--- config.mk ---
export PLATFORM = sky130hd
export DESIGN_NAME = ipl_regs
export DESIGN_NICKNAME = d
export VERILOG_FILES = /design/src/ipl_pkg.sv /design/src/ipl_arb_if.sv /design/src/ipl_regs.sv /design/src/ipl_arbiter.sv
export SDC_FILE = /design/constraint.sdc
export NUM_CORES = 1
export LEC_CHECK = 0
export BUFFER_PORTS_ARGS = -buffer_cell sky130_fd_sc_hd__buf_2
export CORE_AREA = 2 2 103 105
export CTS_CLUSTER_SIZE = 28
export DETAILED_ROUTE_END_ITERATION = 16
export DIE_AREA = 0 0 105 107
export PLACE_DENSITY = 0.76
export RECOVER_POWER = 100
export REMOVE_ABC_BUFFERS = 1
export SLEW_MARGIN = 20
export SYNTH_ARGS = -nofsm -noshare
export SYNTH_HDL_FRONTEND = slang
export SYNTH_SLANG_ARGS = --single-unit
--- constraint.sdc ---
create_clock -name pclk -period 19.9 [get_ports pclk]
set_input_delay 3.98 -clock pclk [delete_from_list [all_inputs] [get_ports pclk]]
set_output_delay 3.98 -clock pclk [all_outputs]
set_load 0.01 [all_outputs]
--- src/ipl_pkg.sv ---
// Constants for the interrupt priority level register bank.
// Assumes an APB slave on pclk; sources are synchronous to pclk.
// Overview of operation
// - Field code 00 disables, 01/10/11 give levels 0/1/2.
// - All priority fields reset to the disabled code.
// - Reserved bits read zero; writes to them are dropped.
// - Sixth register bits 3-2: quadrature index pulse level.
// - Sixth register bits 1-0: quadrature home or watchdog level.
// - Seventh register, offset 7: timer A ch0 at 15-14, 13-6 reserved.
// - Seventh register: timer C ch3, ch2, ch1 at 5-4, 3-2, 1-0.
// - Eighth register, offset 8: serial0 rx full 15-14, rx error 13-12.
// - Eighth register: serial0 tx idle 9-8, tx empty 7-6.
// - Eighth register: timer A ch3, ch2, ch1 at 5-4, 3-2, 1-0.
// - Ninth register, offset 9: PWM fault 15-14, PWM reload 11-10.
// - Ninth register: ADC zero crossing or limit 7-6, 5-4 reserved.
// - Ninth register: ADC conversion done 3-2, bits 1-0 reserved.
package ipl_pkg;
    localparam int NUM_SRC = 17;
    localparam int NUM_REG = 4;
    localparam int SRC_W = 5;
    localparam int ADDR_W = 8;

    // Register indices; byte address is four times the index
    localparam logic [5:0] IDX_SIX = 6'h06;
    localparam logic [5:0] IDX_SEVEN = 6'h07;
    localparam logic [5:0] IDX_EIGHT = 6'h08;
    localparam logic [5:0] IDX_NINE = 6'h09;
    localparam logic [5:0] IDX_PENDING = 6'h10;
    localparam logic [5:0] IDX_WINNER = 6'h11;

    // Writable bits per register, others reserved
    localparam logic [15:0] MASK_SIX = 16'h000f;
    localparam logic [15:0] MASK_SEVEN = 16'hc03f;
    localparam logic [15:0] MASK_EIGHT = 16'hf3ff;
    localparam logic [15:0] MASK_NINE = 16'hcccc;
    localparam logic [15:0] RESET_VAL = 16'h0000;

    localparam logic [1:0] CODE_OFF = 2'h0;
    localparam logic [1:0] CODE_LVL0 = 2'h1;
    localparam logic [1:0] CODE_LVL1 = 2'h2;
    localparam logic [1:0] CODE_LVL2 = 2'h3;

    // Winner status field positions
    localparam int WIN_VALID_BIT = 7;
    localparam int WIN_CODE_LSB = 5;

    // Per source: register slot (0 = sixth .. 3 = ninth) and field lsb
    localparam int SRC_REG [NUM_SRC] = '{0, 0, 1, 1, 1, 1, 2, 2, 2, 2,
                                         2, 2, 2, 3, 3, 3, 3};
    localparam int SRC_LSB [NUM_SRC] = '{2, 0, 14, 4, 2, 0, 14, 12, 8, 6,
                                         4, 2, 0, 14, 10, 6, 2};
endpackage

--- src/ipl_arb_if.sv ---
// Carrier between the register bank and the level arbiter.
// Assumes both ends run on pclk.
`timescale 1ns/100ps
interface ipl_arb_if;
    logic [ipl_pkg::NUM_SRC-1:0] pend;
    logic [2*ipl_pkg::NUM_SRC-1:0] code;
    logic win_valid;
    logic [ipl_pkg::SRC_W-1:0] win_src;
    logic [1:0] win_code;
    modport bank (output pend, output code, input win_valid,
                  input win_src, input win_code);
    modport arb (input pend, input code, output win_valid,
                 output win_src, output win_code);
endinterface

--- src/ipl_regs.sv ---
// Priority level register bank with APB slave and request gating.
// Assumes src_irq comes from peripherals clocked by pclk.
//
// Decided for this implementation: the APB interface to the registers.
`timescale 1ns/100ps
module ipl_regs
(
    input wire logic pclk, // 100 MHz clock
    input wire logic presetn, // Async reset, active low
    input wire logic psel, // APB select
    input wire logic penable, // APB access phase
    input wire logic pwrite, // APB direction
    input wire logic [ipl_pkg::ADDR_W-1:0] paddr, // APB byte address
    input wire logic [31:0] pwdata, // APB write data
    output logic [31:0] prdata, // APB read data
    output logic pready, // APB ready
    output logic pslverr, // APB error, unmapped address
    input wire logic [ipl_pkg::NUM_SRC-1:0] src_irq, // Source requests
    output logic [2*ipl_pkg::NUM_SRC-1:0] src_code, // Field codes
    output logic irq_req, // Request to core
    output logic [1:0] irq_level, // Winning level 0..2
    output logic [ipl_pkg::SRC_W-1:0] irq_src // Winning source
);
    logic [15:0] level_r [ipl_pkg::NUM_REG];
    logic [31:0] prdata_r;
    logic pslverr_r;
    logic irq_req_r;
    logic [1:0] irq_level_r;
    logic [ipl_pkg::SRC_W-1:0] irq_src_r;
    logic [ipl_pkg::NUM_SRC-1:0] pend;
    logic [2*ipl_pkg::NUM_SRC-1:0] code;
    logic [5:0] idx;
    logic aligned;
    logic setup;
    logic wr_take;
    logic [31:0] rd_nxt;
    logic err_nxt;
    ipl_arb_if arb_if ();

    assign idx = paddr[ipl_pkg::ADDR_W-1:2];
    assign aligned = paddr[1:0] == 2'h0;
    assign setup = psel && !penable;
    // Zero wait state: access phase always completes
    assign pready = 1'b1;
    assign wr_take = psel && penable && pwrite && aligned;

    // Field extraction per source
    for (genvar i = 0; i < ipl_pkg::NUM_SRC; i++)
    begin : g_src
        assign code[2*i +: 2] =
            level_r[ipl_pkg::SRC_REG[i]][ipl_pkg::SRC_LSB[i] +: 2];
        assign pend[i] = src_irq[i] && (code[2*i +: 2] != ipl_pkg::CODE_OFF);
    end

    assign arb_if.pend = pend;
    assign arb_if.code = code;

    ipl_arbiter u_arb
    (
        .arb_if(arb_if.arb)
    );

    // Register writes, masked to defined fields
    always_ff @(posedge pclk or negedge presetn)
    begin
        if (!presetn)
        begin
            for (int r = 0; r < ipl_pkg::NUM_REG; r++)
                level_r[r] <= ipl_pkg::RESET_VAL;
        end
        else if (wr_take)
        begin
            unique case (idx)
                ipl_pkg::IDX_SIX:
                    level_r[0] <= pwdata[15:0] & ipl_pkg::MASK_SIX;
                ipl_pkg::IDX_SEVEN:
                    level_r[1] <= pwdata[15:0] & ipl_pkg::MASK_SEVEN;
                ipl_pkg::IDX_EIGHT:
                    level_r[2] <= pwdata[15:0] & ipl_pkg::MASK_EIGHT;
                ipl_pkg::IDX_NINE:
                    level_r[3] <= pwdata[15:0] & ipl_pkg::MASK_NINE;
                default:
                    ;
            endcase
        end
    end

    // Read decode; status views are read only
    always_comb
    begin
        rd_nxt = 32'h0000_0000;
        err_nxt = 1'b0;
        if (!aligned)
            err_nxt = 1'b1;
        else
        begin
            unique case (idx)
                ipl_pkg::IDX_SIX: rd_nxt = {16'h0000, level_r[0]};
                ipl_pkg::IDX_SEVEN: rd_nxt = {16'h0000, level_r[1]};
                ipl_pkg::IDX_EIGHT: rd_nxt = {16'h0000, level_r[2]};
                ipl_pkg::IDX_NINE: rd_nxt = {16'h0000, level_r[3]};
                ipl_pkg::IDX_PENDING: rd_nxt = {15'h0000, pend};
                ipl_pkg::IDX_WINNER:
                    rd_nxt = {24'h00_0000, arb_if.win_valid,
                              arb_if.win_code, arb_if.win_src};
                default: err_nxt = 1'b1;
            endcase
        end
    end

    // Read data latched in the setup cycle, shown in access
    always_ff @(posedge pclk or negedge presetn)
    begin
        if (!presetn)
        begin
            prdata_r <= 32'h0000_0000;
            pslverr_r <= 1'b0;
        end
        else if (setup)
        begin
            prdata_r <= pwrite ? 32'h0000_0000 : rd_nxt;
            pslverr_r <= err_nxt;
        end
    end

    assign prdata = prdata_r;
    assign pslverr = pslverr_r && psel && penable;

    // Core request registered one cycle after the source
    always_ff @(posedge pclk or negedge presetn)
    begin
        if (!presetn)
        begin
            irq_req_r <= 1'b0;
            irq_level_r <= 2'h0;
            irq_src_r <= '0;
        end
        else
        begin
            // Only enabled winners reach the core
            irq_req_r <= arb_if.win_valid;
            irq_level_r <= arb_if.win_valid ?
                arb_if.win_code - ipl_pkg::CODE_LVL0 : 2'h0;
            irq_src_r <= arb_if.win_valid ? arb_if.win_src : '0;
        end
    end

    assign irq_req = irq_req_r;
    assign irq_level = irq_level_r;
    assign irq_src = irq_src_r;
    assign src_code = code;
endmodule

--- src/ipl_arbiter.sv ---
// Combinational level arbiter over the gated pending sources.
// Assumes pend is already masked by the enable state of each field.
`timescale 1ns/100ps
module ipl_arbiter
(
    ipl_arb_if.arb arb_if // Pending, codes in; winner out
);
    always_comb
    begin
        arb_if.win_valid = 1'b0;
        arb_if.win_src = '0;
        arb_if.win_code = ipl_pkg::CODE_OFF;
        // Downward scan: ties go to the lowest source number
        for (int i = ipl_pkg::NUM_SRC - 1; i >= 0; i--)
        begin
            if (arb_if.pend[i] && arb_if.code[2*i +: 2] >= arb_if.win_code)
            begin
                arb_if.win_valid = 1'b1;
                arb_if.win_src = ipl_pkg::SRC_W'(i);
                arb_if.win_code = arb_if.code[2*i +: 2];
            end
        end
    end
endmodule

==> impl_results.md <==
- Status: finished with violations
- Violations in the final reports: max-capacitance violations, max-slew violations, negative setup slack
- Tmin final: 22220 ps
- Hold Path End: prdata[13]$_DFFE_PN0P_
- First drt pass iteration count: 9
- Final core occ: 0.710
- Dominant cell type by area after synthesis: dfrtp_1
- Ant. Diodes: 0
- WS Path Type: in2reg
- Final count of hold timing violations: 0
- Slowest CP cell: or3_4
- CP Capture Type: register
- Vias per cell: 6.00
- DRC: 0
- Comb pwr share: 0.313
- All-layer global routing usage: 0.302
- Syn-to-layout area delta: 59.8%
- Std cell rows: 37
- Post-synthesis cell type count: 80
- Clock skew: 17.1 ps
- CP max stage delay: 440 ps
- Post-route cell area: 7170 µm²
- # hold bufs at CTS: 0
- Count leader, synth: dfrtp_1
- Vias: 5544
- Net Sw Frac: 0.330
- Die X: 105 µm
- Worst reg2reg endpoint: prdata[7]$_DFFE_PN0P_
- Static Leakage: 3.30 nW
- Maximum fanout along the worst path: 4
- Die ar.: 11200 µm²
- Yosys warns: 0
- H-tree depth: 3
- Worst hold margin: 481 ps
- RSZ-0062 raised after global routing: yes
- Final net count: 866
- Post-route ant nets: 0
- Ranking of synthesized cells by area: dfrtp_1, ha_1, o21ai_0, mux2_2, nand2_1
- Slew headroom: -1.16
- Worst hold path class: reg2reg
- Beginning of the critical path: src_irq[16]
- Vias in the first global route: 5117
- R2R setup slack: 930 ps
- Slew @ Worst Pin: 3240 ps
- Worst R2R Start: src_code[32]$_DFFE_PN0P_
- Crit share post-route: 1.12
- VDD IR-drop max: 0.0326 mV
- I/O Pins: 138
- Routed wire length: 18300 µm
- Skew-Pair Late Insertion Delay: 370 ps
- Synthesized area per cell: 8.50 µm²
- Worst path arrival time: 22460 ps
- Hold wc startpoint: prdata[13]$_DFFE_PN0P_
- Syn Inst Count: 528
- CTS buffer count: 9
- Grt ovf: 0
- Power Internal: 218 µW
- Path depth of the worst reg2reg path: 111
- Pin count of the biggest net entering global routing: 61
- Share of the synthesized area in the top cell type: 0.335
- Avg WL per Cell: 19.8 µm
- EDFF count, synth: 0
- Port Buffers: 105
- Initial Util: 0.445
- Area of placed instances: 5730 µm²
- Final Worst Setup Slack: -2320 ps
- Clk sinks: 60
- Register share of total power: 0.394
- CTS tree: built
- PD cells: 45.3 nW/µm²
- Worst setup SP type: input port
- Height of the die: 107 µm
- Synth Cell Area: 4490 µm²
- CP Data Required Time: 20150 ps
- Final HPWL DP: 11700 µm
- 1st-iter DRT viols: 640
- Maximum buffer depth of the clock tree: 2
- First-pass GRT wire length: 26400 µm
- Sequential area share after synthesis: 0.335
- Fmax: 0.0450 GHz
- # setup viols final: 16
- Tot Pwr: 325 µW
- Clock Power Share: 0.293
- Max_cap viols: 1
- Hold-critical path depth: 2
- Synth top cells by count: dfrtp_1, nand2_1, o21ai_0, nor2_1
- Clock Pin Slew Worst Setup and Hold Paths: 60 ps
- Gpl congestion: 0.928
- Switching Power: 107 µW
- Core area: 10100 µm²
- Initial antenna violation count: 0
- Asr flop ratio synth: 1.00
- Layout cells sized above 1: 0.484
- Pins Over Slew Limit: 61
- Most common cell type on the critical path: nand2b_4
- Root buf cell: clkbuf_8
- FF+latch count, synth: 60
- Fill cell count: 783
- Top FF cell, synth: dfrtp_1
[power by group through the flow]
stage	Combinational (mW)	Clock [mW]	Sequential, mW
global placement	0.0642	0	0.130
floorplan	0.0297	0	0.130
detailed placement	0.0656	0	0.130
global route	0.108	0.100	0.128
CTS	0.0855	0.0961	0.127
finish	0.102	0.0953	0.128
[through the flow]
stage	instances	worst slack, ps	setup TNS [ps]
after floorplan	508	-2610	-36450
after global placement	839	-3400	-51240
after detailed placement	839	-3750	-56860
after CTS	909	-1950	-28720
after global routing	924	-2940	-43890
final	924	-2320	-34140
[flip-flops by register name, indices dropped and copies added, names as in the netlist]
| name | flops |
|---|---|
| irq_level | 2 |
| irq_req | 1 |
| irq_src | 5 |
| prdata | 17 |
| pslverr_r | 1 |
| src_code | 34 |
[metal layers]
layer	wire, µm	up-vias	global-route usage
met4	979	0	0.143
met2	8480	394	0.487
li1	-	2448	-
met1	7190	2598	0.394
met5	0	-	0
met3	1690	104	0.0529
[critical path, delay by kind of cell]
kind | cells | cell delay, ps
AOI/OAI and AO/OA | 46 | 7430
and+or+nand+nor | 41 | 5370
adders and majority gates | 16 | 4090
buffers and inverters | 7 | 900
muxes | 2 | 670
[kinds of logic (layout without fill, tap and decap cells)]
logic type,Yosys count,in the layout,share of synthesized area
compound gates,184,184,0.284
other cells,2,16,0.00167
fa+ha+maj,20,20,0.0558
flops,60,60,0.335
buf+inv,61,307,0.0653
xor+xnor,1,1,0.00195
simple gates,180,180,0.207
mux,20,20,0.0502
[cell type report]
class	count	area (µm²)	area share
Timing Repair Buffer	265	1690	0.235
Clock buffer	9	124	0.0173
Inverter	27	104	0.0145
Tap cell	136	170	0.0237
Sequential cell	60	1500	0.209
Multi-Input combinational cell	421	3550	0.495
Clock inverter	6	32.5	0.00454
[what timing repair did]
| action | 4_1_cts | 5_1_grt |
|---|---|---|
| setup buffers | 56 | 17 |
| gates resized for setup | 89 | 59 |
| setup endpoints to repair | 16 | 16 |
| endpoints found under the hold margin | 0 | 0 |
| pin swaps | 71 | 69 |
[layout by cell type (no fill, tap or decap), drive strengths merged, types with 20 or more instances in the layout]
| cell type | synthesis | final |
|---|---|---|
| dfrtp | 60 | 60 |
| ha | 20 | 20 |
| buf | 18 | 221 |
| nand3 | 24 | 24 |
| nand2 | 54 | 54 |
| clkbuf | 16 | 53 |
| o21ai | 58 | 58 |
| inv | 27 | 27 |
| a21oi | 28 | 28 |
| nor2 | 35 | 35 |
| mux2 | 20 | 20 |
[how the worst max path moves through the flow]
stage | end | slack [ps] | depth (start not counted)
floorplan | prdata[7]$_DFFE_PN0P_ | -2610 | 106
global placement | irq_level[1]$_DFF_PN0_ | -3400 | 110
detailed placement | prdata[7]$_DFFE_PN0P_ | -3750 | 110
CTS | prdata[7]$_DFFE_PN0P_ | -1950 | 111
global route | prdata[5]$_DFFE_PN0P_ | -2940 | 112
finish | prdata[7]$_DFFE_PN0P_ | -2320 | 112
(Power assumes the default switching activity.)
